File: src/common/wgc_pkg.sv
// Purpose: shared constants and types of the waveform generator control
// Assumes: byte address of a register is four times its index
// Notes:   widths follow the register map; no storage here
package wgc_pkg;
    localparam int          ADDR_W      = 16;
    // register indices
    localparam logic [15:0] IDX_CLK_SEL = 16'h060c;
    localparam logic [15:0] IDX_SRC_SEL = 16'h060d;
    localparam logic [15:0] IDX_RISE_DB = 16'h060e;
    localparam logic [15:0] IDX_FALL_DB = 16'h060f;
    localparam logic [15:0] IDX_CTRL    = 16'h0610;
    localparam logic [15:0] IDX_POL     = 16'h0611;
    localparam logic [15:0] IDX_STOP    = 16'h0612;
    localparam logic [15:0] IDX_FLT_EN  = 16'h0613;
    localparam logic [15:0] IDX_STEER   = 16'h0614;
    // field positions
    localparam int          EN_BIT      = 7;
    localparam int          LD_BIT      = 6;
    localparam int          IN_BIT      = 5;
    localparam int          STOP_BIT    = 7;
    localparam int          REN_BIT     = 6;
    localparam int          BD_LSB      = 4;
    localparam int          AC_LSB      = 2;
    localparam int          CS_BIT      = 0;
    localparam int          FRC_LSB     = 4;
    // reset values
    localparam logic [7:0]  RST_CTRL    = 8'h00;
    localparam logic [3:0]  RST_POL     = 4'h0;
    localparam logic [7:0]  RST_STOP    = 8'h05;
    localparam logic [7:0]  RST_FLT_EN  = 8'h00;
    localparam logic [7:0]  RST_STEER   = 8'h00;
    localparam logic [4:0]  RST_SRC     = 5'h00;
    localparam logic        RST_CS      = 1'b0;
    localparam logic [5:0]  RST_DB      = 6'h00;
    // highest defined data source code
    localparam logic [4:0]  SRC_LAST    = 5'h11;
    localparam int          SRC_N       = 18;
    // safe level codes
    localparam logic [1:0]  LVL_HIGH    = 2'h3;
    localparam logic [1:0]  LVL_LOW     = 2'h2;
    localparam logic [1:0]  LVL_OFF     = 2'h1;

    typedef enum logic [2:0] {
        MODE_ASTEER = 3'h0,
        MODE_SSTEER = 3'h1,
        MODE_FWD    = 3'h2,
        MODE_REV    = 3'h3,
        MODE_HALF   = 3'h4,
        MODE_PUSH   = 3'h5
    } wgc_mode_t;

    typedef enum logic [1:0] {
        ST_RUN  = 2'h0,
        ST_STOP = 2'h1,
        ST_WAIT = 2'h3
    } wgc_state_t;
endpackage

File: src/common/wgc_src_if.sv
// Purpose: carries the selected data input between select and control
// Assumes: one clock domain
// Notes:   rise and fall are one-cycle pulses
`timescale 1ns/1ns
`default_nettype none
interface wgc_src_if;
    logic [4:0] code;
    logic       level;
    logic       rise;
    logic       fall;
    logic       valid;
    modport sel  (input code, output level, output rise, output fall,
                  output valid);
    modport user (output code, input level, input rise, input fall,
                  input valid);
endinterface
`default_nettype wire

File: src/verilog/wgc_src_select.sv
// Purpose: picks the data input and finds its edges
// Assumes: source inputs synchronous to the clock
// Notes:   reserved codes read as a steady low
`timescale 1ns/1ns
`default_nettype none
module wgc_src_select (
    input  wire logic                    clk,
    input  wire logic                    rst_n,
    input  wire logic                    ce,
    input  wire logic [wgc_pkg::SRC_N-1:0] src_in,
    wgc_src_if.sel                       sp
);
    logic prev_r;
    logic pick;

    assign sp.valid = (sp.code <= wgc_pkg::SRC_LAST);
    assign pick     = sp.valid ? src_in[sp.code] : 1'b0;
    assign sp.level = pick;
    assign sp.rise  = pick & ~prev_r;
    assign sp.fall  = ~pick & prev_r;

    always_ff @(posedge clk or negedge rst_n) begin
        if (!rst_n) begin
            prev_r <= 1'b0;
        end else if (ce) begin
            prev_r <= pick;
        end
    end
endmodule
`default_nettype wire

File: src/verilog/wgc_top.sv
// Purpose: register file and output control of the waveform generator
// Assumes: APB master, fault inputs active low and synchronous
// Notes:   dead-band timing lives outside; counts leave on RISE/FALL_DELAY
//
// Implementation choice: the APB interface to the registers.
`timescale 1ns/1ns
`default_nettype none
// Function
// with auto-restart, hardware clears stop flag once no fault remains
// after flag clears, outputs stay stopped until next data rising edge
// software clear of stop flag ignored while a fault is present
// generator keeps running regardless of system clock while sources live
// fast oscillator held on when enabled, source valid, fast clock chosen
// software keeps pins input and module off while configuring
// enabling starts in stopped state, driving safe levels
// software starts outputs by auto-restart or clearing stop flag
// control bit 7 enables the generator, resets to 0
// load request moves delay counts at rise after first fall, self-clears
// load request cannot be set in the cycle that enables the module
// mode field bits 2:0 select steering, bridge, half or push-pull
// polarity register bit 5 reads the selected data input level
// four polarity bits invert their outputs, reset to 0
// clock select bit 0 picks fast internal oscillator or system clock
// five-bit source field picks data input, codes above 10001 reserved
// steered output carries data with polarity, else forced level
// steering register: forced levels 7:4, steer bits 3:0, reset 0
// without auto-restart stop persists until software clears flag
// enabled active-low fault inputs force safe levels at once
// reserved mode or source codes hold outputs at inactive level
module wgc_top (
    input  wire logic        REF_CLK,
    input  wire logic        RESET_N,
    input  wire logic        CLK_EN,
    input  wire logic        PSEL,
    input  wire logic        PENABLE,
    input  wire logic        PWRITE,
    input  wire logic [15:0] PADDR,
    input  wire logic [31:0] PWDATA,
    output logic      [31:0] PRDATA,
    output logic             PREADY,
    output logic             PSLVERR,
    input  wire logic [17:0] SRC_IN,
    input  wire logic [7:0]  FAULT_N,
    output logic      [3:0]  WAVE_OUT,
    output logic      [3:0]  WAVE_OE,
    output logic             FAST_OSC_SEL,
    output logic             FAST_OSC_KEEP,
    output logic      [5:0]  RISE_DELAY,
    output logic      [5:0]  FALL_DELAY
);
    function automatic logic [15:0] baddr(input logic [15:0] idx);
        baddr = {idx[13:0], 2'b00};
    endfunction

    // level driven while stopped; idle code follows the output's polarity
    function automatic logic safe_lvl(input logic [1:0] code,
                                      input logic       pol);
        safe_lvl = (code == wgc_pkg::LVL_HIGH) ? 1'b1 :
                   (code == wgc_pkg::LVL_LOW)  ? 1'b0 : pol;
    endfunction

    wgc_src_if src ();

    // registers
    logic        clk_sel_r;
    logic [4:0]  src_sel_r;
    logic [5:0]  rise_db_r;
    logic [5:0]  fall_db_r;
    logic        en_r;
    logic        ld_r;
    logic        ld_arm_r;
    logic [2:0]  mode_r;
    logic [3:0]  pol_r;
    logic        stop_r;
    logic        ren_r;
    logic [1:0]  lvl_bd_r;
    logic [1:0]  lvl_ac_r;
    logic [7:0]  flt_en_r;
    logic [7:0]  steer_r;
    logic [3:0]  steer_act_r;
    logic        phase_r;
    wgc_pkg::wgc_state_t st_r;
    wgc_pkg::wgc_state_t st_nxt;
    logic        stop_nxt;
    logic [31:0] rdata_nxt;

    // bus decode
    wire acc      = PSEL & PENABLE;
    wire acc_end  = acc & PREADY;
    wire wr       = acc_end & PWRITE;
    wire hit_clk  = (PADDR == baddr(wgc_pkg::IDX_CLK_SEL));
    wire hit_src  = (PADDR == baddr(wgc_pkg::IDX_SRC_SEL));
    wire hit_rdb  = (PADDR == baddr(wgc_pkg::IDX_RISE_DB));
    wire hit_fdb  = (PADDR == baddr(wgc_pkg::IDX_FALL_DB));
    wire hit_ctl  = (PADDR == baddr(wgc_pkg::IDX_CTRL));
    wire hit_pol  = (PADDR == baddr(wgc_pkg::IDX_POL));
    wire hit_stp  = (PADDR == baddr(wgc_pkg::IDX_STOP));
    wire hit_fen  = (PADDR == baddr(wgc_pkg::IDX_FLT_EN));
    wire hit_str  = (PADDR == baddr(wgc_pkg::IDX_STEER));
    wire hit_any  = hit_clk | hit_src | hit_rdb | hit_fdb | hit_ctl |
                    hit_pol | hit_stp | hit_fen | hit_str;
    wire wr_ctl   = wr & hit_ctl;
    wire wr_stp   = wr & hit_stp;

    // fault, stop flag and load request
    wire fault    = |(flt_en_r & ~FAULT_N);
    wire en_on    = wr_ctl & PWDATA[wgc_pkg::EN_BIT] & ~en_r;
    wire stop_set = fault | en_on |
                    (wr_stp & PWDATA[wgc_pkg::STOP_BIT]);
    wire sw_clr   = wr_stp & ~PWDATA[wgc_pkg::STOP_BIT];
    wire stop_clr = ~fault & (sw_clr | ren_r);
    wire ld_xfer  = ld_r & ld_arm_r & src.rise;
    wire mode_ok  = (mode_r <= wgc_pkg::MODE_PUSH);
    wire bad_cfg  = ~mode_ok | ~src.valid;
    wire go       = en_r & ~bad_cfg & ~fault & ~stop_r &
                    (st_r == wgc_pkg::ST_RUN);

    assign src.code = src_sel_r;

    wgc_src_select u_src (
        .clk    (REF_CLK),
        .rst_n  (RESET_N),
        .ce     (CLK_EN),
        .src_in (SRC_IN),
        .sp     (src)
    );

    // waveform per mode, bit order D C B A
    wire       d        = src.level;
    wire [3:0] steer_on = (mode_r == wgc_pkg::MODE_ASTEER) ?
                          steer_r[3:0] : steer_act_r;
    wire [3:0] w_steer  = (steer_on & ({4{d}} ^ pol_r)) |
                          (~steer_on & steer_r[7:4]);
    wire [3:0] w_half   = {~d, d, ~d, d} ^ pol_r;
    wire [3:0] w_push   = {d & ~phase_r, d & phase_r,
                           d & ~phase_r, d & phase_r} ^ pol_r;
    wire [3:0] w_fwd    = {d, 1'b0, 1'b0, 1'b1} ^ pol_r;
    wire [3:0] w_rev    = {1'b0, 1'b1, d, 1'b0} ^ pol_r;
    wire       is_steer = (mode_r == wgc_pkg::MODE_ASTEER) |
                          (mode_r == wgc_pkg::MODE_SSTEER);
    wire [3:0] w_run    = is_steer                          ? w_steer :
                          (mode_r == wgc_pkg::MODE_FWD)     ? w_fwd :
                          (mode_r == wgc_pkg::MODE_REV)     ? w_rev :
                          (mode_r == wgc_pkg::MODE_HALF)    ? w_half :
                          w_push;
    wire [3:0] w_safe   = {safe_lvl(lvl_bd_r, pol_r[3]),
                           safe_lvl(lvl_ac_r, pol_r[2]),
                           safe_lvl(lvl_bd_r, pol_r[1]),
                           safe_lvl(lvl_ac_r, pol_r[0])};
    wire       off_bd   = (lvl_bd_r == wgc_pkg::LVL_OFF);
    wire       off_ac   = (lvl_ac_r == wgc_pkg::LVL_OFF);
    wire [3:0] oe_safe  = ~{off_bd, off_ac, off_bd, off_ac};
    // disabled or badly configured: outputs rest at the inactive level
    wire [3:0] out_nxt  = (~en_r | bad_cfg) ? pol_r :
                          go ? w_run : w_safe;
    wire [3:0] oe_nxt   = (~en_r | bad_cfg | go) ? 4'hf : oe_safe;

    // stop flag: a hardware set beats any clear in the same cycle
    always_comb begin
        stop_nxt = stop_r;
        if (stop_set) begin
            stop_nxt = 1'b1;
        end else if (stop_clr) begin
            stop_nxt = 1'b0;
        end
    end

    always_comb begin
        st_nxt = st_r;
        if (!en_r) begin
            st_nxt = wgc_pkg::ST_STOP;
        end else begin
            case (st_r)
                wgc_pkg::ST_RUN: begin
                    if (stop_r | fault) st_nxt = wgc_pkg::ST_STOP;
                end
                wgc_pkg::ST_STOP: begin
                    if (!stop_r && !fault) st_nxt = wgc_pkg::ST_WAIT;
                end
                wgc_pkg::ST_WAIT: begin
                    if (stop_r | fault) begin
                        st_nxt = wgc_pkg::ST_STOP;
                    end else if (src.rise) begin
                        st_nxt = wgc_pkg::ST_RUN;
                    end
                end
                default: st_nxt = wgc_pkg::ST_STOP;
            endcase
        end
    end

    // read data mux; unmapped reads return zero with an error
    always_comb begin
        rdata_nxt = 32'h0000_0000;
        case (1'b1)
            hit_clk: rdata_nxt[0]   = clk_sel_r;
            hit_src: rdata_nxt[4:0] = src_sel_r;
            hit_rdb: rdata_nxt[5:0] = rise_db_r;
            hit_fdb: rdata_nxt[5:0] = fall_db_r;
            hit_ctl: rdata_nxt[7:0] = {en_r, ld_r, 3'b000, mode_r};
            hit_pol: rdata_nxt[7:0] = {2'b00, src.level, 1'b0, pol_r};
            hit_stp: rdata_nxt[7:0] = {stop_r, ren_r, lvl_bd_r,
                                       lvl_ac_r, 2'b00};
            hit_fen: rdata_nxt[7:0] = flt_en_r;
            hit_str: rdata_nxt[7:0] = steer_r;
            default: rdata_nxt = 32'h0000_0000;
        endcase
    end

    // bus answer: one wait state, then pready for one cycle
    always_ff @(posedge REF_CLK or negedge RESET_N) begin
        if (!RESET_N) begin
            PREADY  <= 1'b0;
            PRDATA  <= 32'h0000_0000;
            PSLVERR <= 1'b0;
        end else if (CLK_EN) begin
            PREADY  <= acc & ~PREADY;
            PRDATA  <= (acc & ~PREADY & ~PWRITE) ? rdata_nxt : 32'h0000_0000;
            PSLVERR <= acc & ~PREADY & ~hit_any;
        end
    end

    // software-written configuration
    always_ff @(posedge REF_CLK or negedge RESET_N) begin
        if (!RESET_N) begin
            clk_sel_r <= wgc_pkg::RST_CS;
            src_sel_r <= wgc_pkg::RST_SRC;
            en_r      <= wgc_pkg::RST_CTRL[wgc_pkg::EN_BIT];
            mode_r    <= wgc_pkg::RST_CTRL[2:0];
            pol_r     <= wgc_pkg::RST_POL;
            ren_r     <= wgc_pkg::RST_STOP[wgc_pkg::REN_BIT];
            lvl_bd_r  <= wgc_pkg::RST_STOP[wgc_pkg::BD_LSB+:2];
            lvl_ac_r  <= wgc_pkg::RST_STOP[wgc_pkg::AC_LSB+:2];
            flt_en_r  <= wgc_pkg::RST_FLT_EN;
            steer_r   <= wgc_pkg::RST_STEER;
        end else if (CLK_EN) begin
            if (wr & hit_clk) clk_sel_r <= PWDATA[wgc_pkg::CS_BIT];
            if (wr & hit_src) src_sel_r <= PWDATA[4:0];
            if (wr_ctl) begin
                en_r   <= PWDATA[wgc_pkg::EN_BIT];
                mode_r <= PWDATA[2:0];
            end
            if (wr & hit_pol) pol_r <= PWDATA[3:0];
            if (wr_stp) begin
                ren_r    <= PWDATA[wgc_pkg::REN_BIT];
                lvl_bd_r <= PWDATA[wgc_pkg::BD_LSB+:2];
                lvl_ac_r <= PWDATA[wgc_pkg::AC_LSB+:2];
            end
            if (wr & hit_fen) flt_en_r <= PWDATA[7:0];
            if (wr & hit_str) steer_r <= PWDATA[7:0];
        end
    end

    // delay counts: direct while disabled, via load request while enabled
    always_ff @(posedge REF_CLK or negedge RESET_N) begin
        if (!RESET_N) begin
            rise_db_r  <= wgc_pkg::RST_DB;
            fall_db_r  <= wgc_pkg::RST_DB;
            RISE_DELAY <= wgc_pkg::RST_DB;
            FALL_DELAY <= wgc_pkg::RST_DB;
        end else if (CLK_EN) begin
            if (wr & hit_rdb) rise_db_r <= PWDATA[5:0];
            if (wr & hit_fdb) fall_db_r <= PWDATA[5:0];
            if (!en_r) begin
                if (wr & hit_rdb) RISE_DELAY <= PWDATA[5:0];
                if (wr & hit_fdb) FALL_DELAY <= PWDATA[5:0];
            end else if (ld_xfer) begin
                RISE_DELAY <= rise_db_r;
                FALL_DELAY <= fall_db_r;
            end
        end
    end

    // load request: en_r is the old value, so enabling and setting
    // in one write leaves the request clear
    always_ff @(posedge REF_CLK or negedge RESET_N) begin
        if (!RESET_N) begin
            ld_r     <= wgc_pkg::RST_CTRL[wgc_pkg::LD_BIT];
            ld_arm_r <= 1'b0;
        end else if (CLK_EN) begin
            if (wr_ctl) begin
                ld_r     <= PWDATA[wgc_pkg::LD_BIT] & en_r
                            & PWDATA[wgc_pkg::EN_BIT];
                ld_arm_r <= 1'b0;
            end else if (!en_r || ld_xfer) begin
                ld_r     <= 1'b0;
                ld_arm_r <= 1'b0;
            end else if (ld_r && src.fall) begin
                ld_arm_r <= 1'b1;
            end
        end
    end

    // run state, stop flag and waveform outputs
    always_ff @(posedge REF_CLK or negedge RESET_N) begin
        if (!RESET_N) begin
            st_r          <= wgc_pkg::ST_STOP;
            stop_r        <= wgc_pkg::RST_STOP[wgc_pkg::STOP_BIT];
            steer_act_r   <= wgc_pkg::RST_STEER[3:0];
            phase_r       <= 1'b0;
            WAVE_OUT      <= wgc_pkg::RST_POL;
            WAVE_OE       <= 4'hf;
            FAST_OSC_SEL  <= wgc_pkg::RST_CS;
            FAST_OSC_KEEP <= 1'b0;
        end else if (CLK_EN) begin
            st_r     <= st_nxt;
            stop_r   <= stop_nxt;
            WAVE_OUT <= out_nxt;
            WAVE_OE  <= oe_nxt;
            // synchronous steering picks up new steer bits on a rising edge
            if (!en_r || src.rise) steer_act_r <= steer_r[3:0];
            if (!go) begin
                phase_r <= 1'b0;
            end else if (src.rise) begin
                phase_r <= ~phase_r;
            end
            // no sleep input: nothing here stops with the system clock
            FAST_OSC_SEL  <= clk_sel_r;
            FAST_OSC_KEEP <= en_r & src.valid & clk_sel_r;
        end
    end
endmodule
`default_nettype wire

File: config.mk
export PLATFORM = sky130hd
export DESIGN_NAME = wgc_top
export DESIGN_NICKNAME = d
export VERILOG_FILES = /design/src/common/wgc_pkg.sv /design/src/common/wgc_src_if.sv /design/src/verilog/wgc_src_select.sv /design/src/verilog/wgc_top.sv
export SDC_FILE = /design/constraint.sdc
export NUM_CORES = 1
export LEC_CHECK = 0
export ABC_AREA = 1
export BUFFER_PORTS_ARGS = -buffer_cell sky130_fd_sc_hd__buf_4
export CAP_MARGIN = 20
export CORE_ASPECT_RATIO = 1.25
export CORE_MARGIN = 2
export CORE_UTILIZATION = 50
export CTS_BUF_LIST = sky130_fd_sc_hd__clkbuf_2 sky130_fd_sc_hd__clkbuf_4 sky130_fd_sc_hd__clkbuf_8
export DETAILED_ROUTE_END_ITERATION = 10
export GPL_ROUTABILITY_DRIVEN = 1
export PLACE_DENSITY = 0.8
export RECOVER_POWER = 100
export SETUP_SLACK_MARGIN = 0.02
export SKIP_LAST_GASP = 1
export SLEW_MARGIN = 20
export SYNTH_ARGS = -nofsm -noshare
export SYNTH_HDL_FRONTEND = slang
export SYNTH_SLANG_ARGS = --single-unit
export TNS_END_PERCENT = 5
File: constraint.sdc
create_clock -name REF_CLK -period 2.63 [get_ports REF_CLK]
set_input_delay 0 -clock REF_CLK [delete_from_list [all_inputs] [get_ports REF_CLK]]
set_output_delay 0 -clock REF_CLK [all_outputs]
set_load 0.01 [all_outputs]
### Word level (Yosys, flattened, before mapping)

Index checks and enable logic that the tools add are counted.

* bits in writable memories: 0
* register bits: 114
* logic and storage cells: 241
* bits in read-only memories: 0
* bits in latches: 0
* input bits: 80
* memories: 0

* $lt $le $gt $ge: 3
* equality and inequality tests: 26
* multiply operators: 0
* multiplexer cells: 77
* add/sub/neg operators: 0
* bitwise logic cells: 75
* shift-type cells: 0
* reductions and logical operators: 32
* div/mod/pow operators: 0

Operators with widths (number)
* 16-bit by 13-bit == test with 1-bit output, second input constant: 9
* 4-bit 2-to-1 mux: 17
* 1-bit 2-to-1 mux: 37
* 6-bit 2-to-1 mux: 6
* 1-bit AND: 34
* 2-bit 2-to-1 mux: 14
* 2-bit AND reduction: 14
* 1-bit bitwise OR: 16
* 4-bit bitwise XOR: 4
* 1-bit NOT: 13
* 2-bit == test, second input constant: 5
* 4-bit AND: 2
* 8-bit AND: 1
* 8-bit 2-to-1 mux: 1
* 4-bit NOT: 2
* 8-bit NOT: 1
* 2-bit nonzero test: 4
* 8-bit OR reduction: 1
* 2-bit by 1-bit == test with 1-bit output, second input constant: 3
* 3-bit by 2-bit == test with 1-bit output, second input constant: 2
* 5-bit by 6-bit less-than comparator with 1-bit output, second input constant: 1
* 2-bit one-hot mux with 3 select lines: 1
* 3-bit AND reduction: 2
* 1-bit binary-select mux with 5-bit select: 1
* other kinds (18): 22

### Longest topological paths before layout

Gate-level depths: netlist of run 1.

* word-level depth: 11
* depth in mapped cells: 19

### Hierarchy

From an unflattened synthesis of run 1, not the netlist that was laid out.

* cells, all modules: 743
* area total of the unflattened synthesis: 5356.4 µm²

By module, submodules not included
* wgc_top: sequential area each 2182.1 µm², cells each 674, times used 1, area each 4998.5 µm²
* wgc_src_select: sequential area each 25.0 µm², cells each 69, times used 1, area each 357.8 µm²

### Worst setup path before layout of run 1

Ideal clock, no wire load.

* path kind: register -> register
* start: register src_sel_r[0], in the netlist src.code[0]
* end: register RISE_DELAY[3]
* data required time: 2.557 ns
* path slack: 0.759 ns
* arrival time: 1.798 ns
* period minus slack after synthesis: 1.871 ns
* cell stages (with the launch flop): 18
* cell sequence: dfrtp_1 buf_6 nand2_1 nand3_1 nand2_1 nand2_1 nand2_1 inv_1 nand2_1 nand2_2 nand2_4 nand2_4 o31ai_4 inv_2 a21oi_4 buf_6 nor2_1 a21oi_2

* longest elaborated chain between the ends: 7
* elaborated cells between the ends (all ways): 8

RTL lines
* from (decl): line wgc_top.sv:66 `logic [4:0] src_sel_r;`
* from (signal assigned): line wgc_top.sv:227 `src_sel_r <= wgc_pkg::RST_SRC;`
* from (signal assigned): line wgc_top.sv:238 `if (wr & hit_src) src_sel_r <= PWDATA[4:0];`
* 1-bit binary-select mux with 5-bit select: line wgc_src_select.sv:17 `assign pick = sp.valid ? src_in[sp.code] : 1'b0;`
* 1-bit 2-to-1 mux (implied by the code): line wgc_src_select.sv:17
* 1-bit 2-to-1 mux *: line wgc_src_select.sv:17
* 1-bit AND *: line wgc_src_select.sv:19 `assign sp.rise = pick & ~prev_r;`
* 1-bit AND *: line wgc_top.sv:112 `wire ld_xfer = ld_r & ld_arm_r & src.rise;`
* 2-bit by 1-bit inequality test with 1-bit output (no source line) *
* 3-bit AND reduction (no source line) *
* to (signal assigned): line wgc_top.sv:259 `RISE_DELAY <= wgc_pkg::RST_DB;`
* to (signal assigned): line wgc_top.sv:265 `if (wr & hit_rdb) RISE_DELAY <= PWDATA[5:0];`
* to (signal assigned): line wgc_top.sv:268 `RISE_DELAY <= rise_db_r;`
* to (decl): line wgc_top.sv:48 `output logic [5:0] RISE_DELAY,`

Mark *: on every way between the ends. The rest lies on a longest branch, timed or not. The select of a mux whose other input is x is not followed.
A chain may end at the register's enable or synchronous reset.

### Worst setup path in the final report of run 1

* start: register src_sel_r[0], in the netlist src.code[0]
* end: register RISE_DELAY[5]

Same word-level chain as after synthesis.

==> out/qor.log, run 1 <==
INFO  final_layout   fin_nets=907
INFO  setup_path     critical_path.reg2reg.startpoint=src.code[0]
INFO  final_layout   layout_common_cells=nand2_1, inv_1, dfrtp_1, o21ai_0, buf_4
INFO  timing         worst_slew_margin_rel=20.0%
INFO  routing        met2WireLength=6920µm
INFO  cts            insertion_delay=380ps
INFO  die            die_w=95.6µm
INFO  cts            clockBufferDepth=2
INFO  placement      dpl.cell_count=936
INFO  timing         hold_ws=8.55ps
INFO  cts            numClockSinks=88
INFO  die            chipHeight=118µm
INFO  global_route   gr_usage_total=27.8%
INFO  global_route   gr-total-overflow=0
INFO  die            ioPinCount=136
INFO  timing         slew_viol_final=0
INFO  timing         clock-skew-final=9.80ps
INFO  routing        postRouteWirelength=15200µm
INFO  pwr            powerDensity=514mW/mm²
INFO  final_layout   antennaDiodeCount=0
INFO  yosys          postSynthCellCount=731
INFO  cts            tritoncts=done
INFO  hold_path      hold_path_startpoint=PWDATA[5]
INFO  setup_path     worst-path-max-fanout=12
INFO  yosys          post_synth_instance_area=0.00524mm²
INFO  flow_run       cap_violations=0
INFO  pwr            total_power=3.12mW
INFO  yosys          synth-seq-area-share=42.1%
INFO  routing        drt_pass1_iterations=5
INFO  setup_path     timing.rr.end=RISE_DELAY[5]
INFO  routing        routed-via-count=5205
INFO  pwr            ir_drop=471µV
INFO  global_route   wire_length_of_the_first_global_routing_pass=24200µm
INFO  timing         actual_transition_at_the_worst_max_transition_pin=1200ps
INFO  routing        drt_iter0_drc=341
INFO  die            start_util=51.6%
INFO  timing         rsz0062_at_grt=no
INFO  cts            cts_inserted_buffers=9
INFO  routing        drcViolationCount=0
INFO  final_layout   post_layout_nonfiller_instances=961
INFO  routing        wirelength_met1=6580µm
INFO  hold_path      worst_hold_path_type=in2reg
INFO  routing        wl_met3=1050µm
INFO  cts            depth_of_the_cts_h_tree=3
INFO  setup_path     path_class=reg2reg
INFO  timing         post-route-period-util=88.5%
INFO  setup_path     critical_path_arrival=2640ps
INFO  cts            post_cts.repair.setup_buffers=0
INFO  timing         setup_viol=0
INFO  final_layout   syn_to_final_growth=15.8%
INFO  setup_path     worst-endpoint-required=2940ps
INFO  timing         tns=0ps
INFO  outcome        run_status=complete, no violations
INFO  yosys          ys_seq_elements=88
INFO  routing        highest-signal-layer=met4
INFO  pwr            leakage=2.94nW
INFO  cts            cts_root_buf=clkbuf_8
INFO  placement      dp_hpwl=11600µm
INFO  die            placement_rows=41
INFO  timing         count_of_endpoints_failing_hold_in_the_final_timing_report=0
INFO  die            floorplan.core_area=0.0102mm²
INFO  global_route   maximum_number_of_pins_on_one_net_before_global_route_repair=50
INFO  placement      finalWeightedCongestion=0.977
INFO  setup_path     critPathCaptureType=flop
INFO  placement      place.port_buffers=87
INFO  final_layout   final_common_cell=nand2_1
INFO  global_route   first_global_vias=4889
INFO  setup_path     timing.critical_path.from_type=flop
INFO  routing        antenna_violating_nets_post_route=0
INFO  hold_path      min_delay_worst_endpoint=FALL_DELAY[5]
INFO  routing        detail_route.wl_per_cell=15.8µm
INFO  timing         period_minus_ws_final=2330ps
INFO  global_route   antenna_violations_before_repair=0
INFO  setup_path     setup.reg_to_reg.worst_slack=300ps
INFO  timing         fmax=0.430GHz
INFO  hold_path      hold_depth=5
INFO  yosys          yosysWarnings=0
INFO  setup_path     worst-r2r-cell-count=15
INFO  die            design.die.area=0.0113mm²
INFO  routing        via_density_per_instance=5.42
INFO  yosys          synth.avg_cell_area=7.17µm²
INFO  cts            clk_pin_slew_worst_paths=90ps
INFO  final_layout   drive_gt1_share=11.4%
INFO  yosys          synth_cell_types=42
[cell families (layout without fill, tap and decap cells)]
| family | after synthesis | after routing | synth area share (%) |
|---|---|---|---|
| simple gates | 320 | 320 | 25.4 |
| compound gates | 167 | 167 | 18.6 |
| buf+inv | 151 | 229 | 13.1 |
| flops | 88 | 88 | 42.1 |
| xor+xnor | 3 | 3 | 0.502 |
| other cells | 1 | 24 | 0.0716 |
| mux | 1 | 1 | 0.215 |
[layout make-up]
class                      count  area (µm²)
inverter                     108         405
tap                          129         161
clock inverter                 3        18.8
timing repair buffer         105         678
multi-input combinational    515        2430
fill                         957        4090
sequential                    88        2210
clock buffer                  13         166
[layer usage]
metal | track usage (%) | up-vias
li1 | - | 2502
met1 | 38.3 | 2419
met2 | 42.6 | 245
met3 | 3.19 | 39
met4 | 14.7 | 0
met5 | 0 | -
[state kept, by name, summed over array words and instances (netlist names), 4 cells and up]
name / flops
PRDATA: 8
pol_r: 4
fall_db_r: 6
src.code: 5
RISE_DELAY: 6
flt_en_r: 8
steer_act_r: 4
WAVE_OUT: 4
rise_db_r: 6
steer_r: 8
FALL_DELAY: 6
[worst max-delay path by stage]
stage | start | endpoint | slack [ps] | cells after the start
floorplan | src.code[0] | RISE_DELAY[3] | 760 | 17
global placement | src.code[0] | FALL_DELAY[2] | 360 | 16
detailed placement | src.code[0] | FALL_DELAY[1] | 230 | 16
CTS | src.code[0] | FALL_DELAY[2] | 200 | 16
global route | src.code[0] | FALL_DELAY[1] | 80 | 16
finish | src.code[0] | RISE_DELAY[5] | 300 | 15
[critical path: stages (launching register included)]
cell     delay (ps)
dfrtp_2         510
inv_2           160
nand2_1          80
nand2_1          60
nand2_1          50
nand3_1          70
nand3_1          70
nand2_1          80
nand2_2         100
nand2_4         170
nand2_4          90
o31ai_4         190
inv_2           120
a21oi_4         310
nor2_1           80
a21oi_1         120
[where the power goes]
part           total, mW  leakage, nW  switching (mW)  internal [mW]
logic              0.624         1.67           0.385          0.240
clock network      0.908        0.100           0.493          0.415
registers           1.59         1.16          0.0892           1.50
total               3.12         2.94           0.967           2.15
[through the flow]
stage | worst slack (ps) | util [%] | instance area, µm²
after detailed placement | 230 | 58.5 | 5940
after CTS | 199 | 61.2 | 6210
after global placement | 362 | 58.5 | 5940
after global routing | 79.0 | 59.7 | 6070
final | 302 | 59.7 | 6070
after floorplan | 759 | - | 5330
[cell usage after synthesis, drive strengths merged]
library cell | instances | area, µm²
a221oi | 1 | 8.76
nand3 | 36 | 180
o311ai | 1 | 8.76
dfrtp | 84 | 2100
o31ai | 2 | 28.8
nand4 | 8 | 50.1
mux2 | 1 | 11.3
a21boi | 4 | 30.0
o2111ai | 3 | 26.3
o21bai | 3 | 22.5
and2 | 1 | 6.26
a22o | 1 | 8.76
nand3b | 3 | 22.5
inv | 108 | 405
buf | 30 | 233
xor2 | 3 | 26.3
o211ai | 4 | 30.0
o21a | 5 | 37.5
conb | 1 | 3.75
o21ai | 84 | 420
nor2 | 54 | 205
dfstp | 4 | 105
o221ai | 2 | 17.5
clkbuf | 13 | 48.8
nand2 | 203 | 780
a21o | 2 | 15.0
a31oi | 3 | 18.8
o22ai | 6 | 37.5
a21oi | 46 | 264
nor3 | 10 | 55.1
nor4 | 5 | 31.3
[timing repair]
action                                  in CTS  in global routing
resized for setup                            0                  1
endpoints found under the setup margin       0                 13
hold buffers                                 9                  0
hold endpoints to repair                    54                  0
(Power assumes the default switching activity.)
==> run 2: changes to the inputs <==
- ABC_AREA: 1 -> not set
- CTS_BUF_LIST: sky130_fd_sc_hd__clkbuf_2 sky130_fd_sc_hd__clkbuf_4 sky130_fd_sc_hd__clkbuf_8 -> sky130_fd_sc_hd__clkbuf_16
==> out/qor.log, run 2 <==
INFO  outcome        run_status=complete, no violations
INFO  setup_path     timing.critical_path.from_type=flop
INFO  global_route   wire_length_of_the_first_global_routing_pass=25300µm [+4.6%]
INFO  routing        via_density_per_instance=6.16 [+14%]
INFO  placement      finalWeightedCongestion=0.967 [-0.97%]
INFO  cts            cts_inserted_buffers=9 [unchanged]
INFO  global_route   antenna_violations_before_repair=0 [unchanged]
INFO  yosys          synth_cell_types=72 [+71%]
INFO  die            floorplan.core_area=0.0105mm² [+3.0%]
INFO  routing        drt_iter0_drc=374 [+9.7%]
INFO  cts            tritoncts=done
INFO  flow_run       cap_violations=0 [unchanged]
INFO  final_layout   layout_top_registers=PRDATA: 8 flops, flt_en_r: 8 flops, steer_r: 8 flops
INFO  setup_path     worst-endpoint-required=2820ps [-120 ps]
INFO  timing         slew_viol_final=0 [unchanged]
INFO  routing        postRouteWirelength=15700µm [+3.7%]
INFO  final_layout   postLayoutCoreUtil=60.6% [+0.91 points]
INFO  timing         clock-skew-final=6.97ps [-2.83 ps]
INFO  placement      dpl.cell_count=763 [-18%]
INFO  cts            numClockSinks=88 [unchanged]
INFO  final_layout   antennaDiodeCount=0 [unchanged]
INFO  placement      detailedPlace.worstSlack=148ps [-81.9 ps]
INFO  placement      place.port_buffers=87 [unchanged]
INFO  yosys          postSynthCellCount=546 [-25%]
INFO  hold_path      worst_hold_path_type=in2reg
INFO  cts            clockBufferDepth=2 [unchanged]
INFO  setup_path     worst-r2r-cell-count=8 [-7]
INFO  yosys          yosys.cell_count.top_type=dfrtp_1
INFO  yosys          post_synth_instance_area=0.00530mm² [+1.1%]
INFO  yosys          synth.avg_cell_area=9.70µm² [+35%]
INFO  timing         count_of_endpoints_failing_hold_in_the_final_timing_report=0 [unchanged]
INFO  cts            depth_of_the_cts_h_tree=3 [unchanged]
INFO  setup_path     critPathCaptureType=flop
INFO  pwr            total_power=3.24mW [+3.8%]
INFO  timing         postLayoutSetupSlackWorst=121ps [-181 ps]
INFO  global_route   gr_usage_total=28.9% [+1.1 points]
INFO  yosys          yosysWarnings=0 [unchanged]
INFO  setup_path     path_class=reg2reg
INFO  pwr            leakage=2.84nW [-3.4%]
INFO  yosys          synth_largest_type_area_fraction=39.7% [-0.42 points]
INFO  routing        antenna_violating_nets_post_route=0 [unchanged]
INFO  timing         post-route-period-util=95.4% [+6.9 points]
INFO  cts            cts_root_buf=clkbuf_16
INFO  die            start_util=50.6% [-0.95 points]
INFO  die            die_w=96.0µm [+0.50%]
INFO  final_layout   syn_to_final_growth=19.8%
INFO  global_route   gr-total-overflow=0 [unchanged]
INFO  yosys          synth_top_cells_by_area=dfrtp_1, mux2_2, a21oi_1
INFO  yosys          synth_edf_count=0 [unchanged]
INFO  die            chipHeight=119µm [+0.51%]
INFO  final_layout   fin_nets=734 [-19%]
INFO  die            placement_rows=42 [+2.4%]
INFO  timing         rsz0062_at_grt=no
INFO  routing        drcViolationCount=0 [unchanged]
INFO  timing         hold_ws=5.90ps [-2.64 ps]
INFO  pwr            ir_drop=403µV [-15%]
INFO  routing        routed-via-count=4870 [-6.4%]
INFO  setup_path     worst-path-max-fanout=7 [-5]
INFO  yosys          synth_ff_type=dfrtp_1
INFO  yosys          synth_commonest_cells=dfrtp_1, a21oi_1, mux2_2, nor2_1, nand2_1
INFO  setup_path     critical_path_arrival=2700ps [+60 ps]
INFO  timing         period_minus_ws_final=2510ps [+181 ps]
INFO  placement      placement.cell_area=0.00609mm² [+2.5%]
INFO  cts            clk_pin_slew_worst_paths=60ps [-30 ps]
INFO  yosys          ys_seq_elements=88 [unchanged]
INFO  placement      dp_hpwl=11500µm [-1.2%]
INFO  final_layout   finish.instance_area=0.00634mm² [+4.5%]
INFO  timing         fmax=0.399GHz [-7.2%]
INFO  yosys          synth_top_cell_by_area=dfrtp_1
INFO  pwr            powerDensity=511mW/mm² [-0.65%]
INFO  yosys          synth-seq-area-share=41.7% [-0.44 points]
INFO  final_layout   drive_gt1_share=23.4% [+12 points]
INFO  global_route   first_global_vias=4891 [+0.041%]
INFO  die            ioPinCount=136 [unchanged]
INFO  timing         tns=0ps [unchanged]
INFO  final_layout   final_common_cell=dfrtp_1
INFO  hold_path      hold_depth=3 [-2]
INFO  final_layout   layout_common_cells=dfrtp_1, buf_4, a21oi_1, mux2_2, nor2_1
INFO  final_layout   post_layout_nonfiller_instances=791 [-18%]
INFO  routing        detail_route.wl_per_cell=19.9µm [+26%]
INFO  timing         actual_transition_at_the_worst_max_transition_pin=829ps [-371 ps]
INFO  timing         setup_viol=0 [unchanged]
INFO  yosys          asyncSetResetFlopFracSynth=100% [unchanged]
INFO  global_route   maximum_number_of_pins_on_one_net_before_global_route_repair=89 [+78%]
INFO  timing         worst_slew_margin_rel=44.7% [+25 points]
INFO  die            design.die.area=0.0114mm² [+1.0%]
INFO  cts            insertion_delay=340ps [-40 ps]
INFO  routing        drt_pass1_iterations=5 [unchanged]
==> run 2: critical path, cell delays in order, from the launching register on <==
cell and delay (ps):
dfrtp_2 470, buf_4 180, mux2i_1 120, a311oi_1 350
nand3_1 300, nand4_1 230, a21oi_1 100, o41ai_1 460
a41oi_1 170
==> run 2: metal layers <==
metal	up-vias	part of all wire (%)	track usage (%)	wire, µm
met4	0	4.8	13.7	758
met2	252	50	46.7	7900
li1	2217	-	-	-
met1	2350	38	37.2	6030
met3	51	6.7	4.87	1060
met5	-	0	0	0
==> run 2: repair_timing <==
item                                   in CTS  in global routing
setup endpoints to repair                   0                  4
buffers inserted                            0                  2
hold buffers                               10                  0
endpoints found under the hold margin     125                  0
resized for setup                           0                  1
==> run 2: where the power goes <==
part	internal, mW	switching, mW
clock	0.826	0.542
combinational	0.164	0.238
sequential	1.42	0.0457
==> run 2: path summary, 6_finish.rpt <==
path	startpoint	end	slack, ps
worst max-delay path	src.code[0]	WAVE_OUT[3]	120
worst min-delay path	PSEL	PREADY	6
worst max register to register	src.code[0]	WAVE_OUT[3]	120
worst min register to register	FAST_OSC_KEEP	FAST_OSC_KEEP	510
max in group asynchronous	RESET_N	src.code[0]	1720
min in group asynchronous	RESET_N	RISE_DELAY[2]	270
==> run 2: layout make-up <==
class / count / area (µm²)
Multi-Input combinational cell: 412 / 2770
Inverter: 16 / 60.1
Timing Repair Buffer: 127 / 825
Tap cell: 132 / 165
Clock inverter: 7 / 88.8
Sequential cell: 88 / 2210
Clock buffer: 9 / 225
Fill cell: 876 / 4120
==> run 2: cells by family after synthesis <==
| kind of cell | Yosys count | synth area share (%) |
|---|---|---|
| buffers and inverters | 69 | 7.18 |
| multiplexers | 62 | 13.1 |
| AND/OR/NAND/NOR | 176 | 18.2 |
| other | 1 | 0.0708 |
| flip-flops | 88 | 41.7 |
| XOR/XNOR | 2 | 0.331 |
| AO/OA/AOI/OAI | 148 | 19.4 |
==> run 3: changes to the inputs <==
- CAP_MARGIN: 20 -> not set
- CTS_BUF_LIST: sky130_fd_sc_hd__clkbuf_16 -> sky130_fd_sc_hd__clkbuf_2
==> out/qor.log, run 3 (synthesis results as in run 2) <==
INFO  outcome        run_status=complete, but fails checks
INFO  outcome        violations=max-capacitance violations, max-slew violations
INFO  final_layout   filler_cell_count=884 [+0.91%]
INFO  final_layout   layout_top_registers=PRDATA: 8 flops, flt_en_r: 8 flops, steer_r: 8 flops
INFO  setup_path     worst-path-max-fanout=6 [-1]
INFO  cts            cts_inserted_buffers=9 [unchanged]
INFO  placement      placement.cell_area=0.00609mm² [unchanged]
INFO  global_route   gr_usage_total=29.3% [+0.44 points]
INFO  cts            depth_of_the_cts_h_tree=3 [unchanged]
INFO  setup_path     timing.critical_path.from_type=input port
INFO  global_route   maximum_number_of_pins_on_one_net_before_global_route_repair=89 [unchanged]
INFO  routing        antenna_violating_nets_post_route=0 [unchanged]
INFO  cts            clockBufferDepth=2 [unchanged]
INFO  routing        drcViolationCount=0 [unchanged]
INFO  setup_path     worst-endpoint-required=3120ps [+300 ps]
INFO  timing         tns=0ps [unchanged]
INFO  timing         clock-skew-final=34.7ps [+27.7 ps]
INFO  placement      dpl.cell_count=763 [unchanged]
INFO  timing         slew_viol_final=89 [+89]
INFO  flow_run       cap_violations=1 [+1]
INFO  routing        routed-via-count=4921 [+1.0%]
INFO  global_route   antenna_violations_before_repair=0 [unchanged]
INFO  final_layout   syn_to_final_growth=19.3%
INFO  routing        detail_route.wl_per_cell=19.9µm [-0.18%]
INFO  cts            clk_pin_slew_worst_paths=250ps [+190 ps]
INFO  pwr            leakage=2.83nW [-0.34%]
INFO  routing        drt_pass1_iterations=5 [unchanged]
INFO  die            design.die.area=0.0114mm² [unchanged]
INFO  timing         count_of_endpoints_failing_hold_in_the_final_timing_report=0 [unchanged]
INFO  global_route   gr-total-overflow=0 [unchanged]
INFO  die            die_w=96.0µm [unchanged]
INFO  cts            numClockSinks=88 [unchanged]
INFO  setup_path     critical_path_arrival=3050ps [+350 ps]
INFO  hold_path      worst_hold_path_type=in2reg
INFO  final_layout   fin_nets=748 [+1.9%]
INFO  timing         setup_viol=0 [unchanged]
INFO  die            start_util=50.6% [unchanged]
INFO  die            chipHeight=119µm [unchanged]
INFO  final_layout   final_common_cell=dfrtp_1
INFO  cts            insertion_delay=570ps [+230 ps]
INFO  cts            cts_root_buf=clkbuf_2
INFO  setup_path     path_class=in2reg
INFO  placement      place.port_buffers=87 [unchanged]
INFO  routing        postRouteWirelength=16000µm [+1.6%]
INFO  timing         worst_slew_margin_rel=-44.1% [-89 points]
INFO  timing         rsz0062_at_grt=yes
INFO  global_route   first_global_vias=4951 [+1.2%]
INFO  routing        via_density_per_instance=6.11 [-0.71%]
INFO  cts            tritoncts=done
INFO  setup_path     critPathCaptureType=flop
INFO  final_layout   antennaDiodeCount=0 [unchanged]
INFO  timing         fmax=0.391GHz [-1.8%]
INFO  routing        drt_iter0_drc=435 [+16%]
INFO  placement      dp_hpwl=11500µm [unchanged]
INFO  final_layout   drive_gt1_share=24.1% [+0.70 points]
INFO  timing         period_minus_ws_final=2560ps [+47.2 ps]
INFO  final_layout   layout_common_cells=dfrtp_1, buf_4, a21oi_1, mux2_2, nor2_1
INFO  die            ioPinCount=136 [unchanged]
INFO  pwr            ir_drop=382µV [-5.1%]
INFO  timing         post-route-period-util=97.2% [+1.8 points]
INFO  final_layout   finish.instance_area=0.00632mm² [-0.37%]
INFO  die            floorplan.core_area=0.0105mm² [unchanged]
INFO  pwr            powerDensity=425mW/mm² [-17%]
INFO  placement      finalWeightedCongestion=0.967 [unchanged]
INFO  timing         actual_transition_at_the_worst_max_transition_pin=2160ps [+1330 ps]
INFO  global_route   wire_length_of_the_first_global_routing_pass=25700µm [+1.4%]
INFO  pwr            total_power=2.68mW [-17%]
INFO  die            placement_rows=42 [unchanged]
INFO  final_layout   post_layout_nonfiller_instances=805 [+1.8%]
run 3: cell types whose count changed in the layout (fill, tap and decap cells not counted), sizes merged:
cell | previous run | this run
clkbuf | 54 | 53
buf | 72 | 75
inv | 18 | 16
dlygate4sd3 | 10 | 24
run 3: power by group:
group | internal, mW | switching, mW | total (mW)
registers | 1.42 | 0.0457 | 1.47
logic | 0.174 | 0.242 | 0.416
clock network | 0.323 | 0.475 | 0.797
total | 1.92 | 0.762 | 2.68
run 3: repair_timing:
action	CTS	global route
setup endpoints to repair	0	15
resized for setup	0	2
hold buffers	24	0
setup buffers	0	2
endpoints found under the hold margin	163	0
run 3: metrics by stage:
step / worst slack (ps) / hold WS (ps) / util, %
detailed placement: 148 / 269 / 58.2
global route: 6.95 / 81.6 / 60.4
floorplan: 411 / -296 / -
finish: 73.8 / 70.7 / 60.4
global placement: 211 / 263 / 58.2
CTS: 119 / 48.4 / 61.8
run 3: final cells by class:
class	instances	area, µm²	area share (%)
flip-flops and latches	88	2210	35.0
clock inverters	5	81.3	1.29
clock buffers	11	55.1	0.871
inverters	16	60.1	0.951
repair buffers	141	971	15.4
well taps	132	165	2.61
multi-input cells	412	2780	43.9
run 3: routing by layer:
layer	track usage, %	vias to the layer above	routed length (µm)
met5	0	-	0
met1	37.6	2354	6110
met4	13.4	0	679
li1	-	2240	-
met2	47.6	271	8090
met3	5.31	56	1120
run 3: worst max-delay path: stages:
cell	delay (ps)
dlygate4sd3_1	570
clkbuf_4	150
nor2_1	140
dlygate4sd3_1	610
nand3_1	120
nor4_2	320
nor4b_2	250
buf_4	190
nand2_1	60
dlygate4sd3_1	550
o21ai_0	80
run 3: final timing paths:
| check | from | end | slack, ps | depth (start not counted) |
|---|---|---|---|---|
| hold reg to reg | WAVE_OE[1] | WAVE_OE[1] | 540 | 2 |
| max in group asynchronous | RESET_N | src.code[0] | 660 | 2 |
| setup reg to reg | src.code[0] | steer_act_r[1] | 100 | 7 |
| setup / recovery | PADDR[7] | pol_r[1] | 70 | 11 |
| min in group asynchronous | RESET_N | WAVE_OUT[2] | 580 | 2 |
| hold / removal | FAULT_N[7] | phase_r | 70 | 7 |
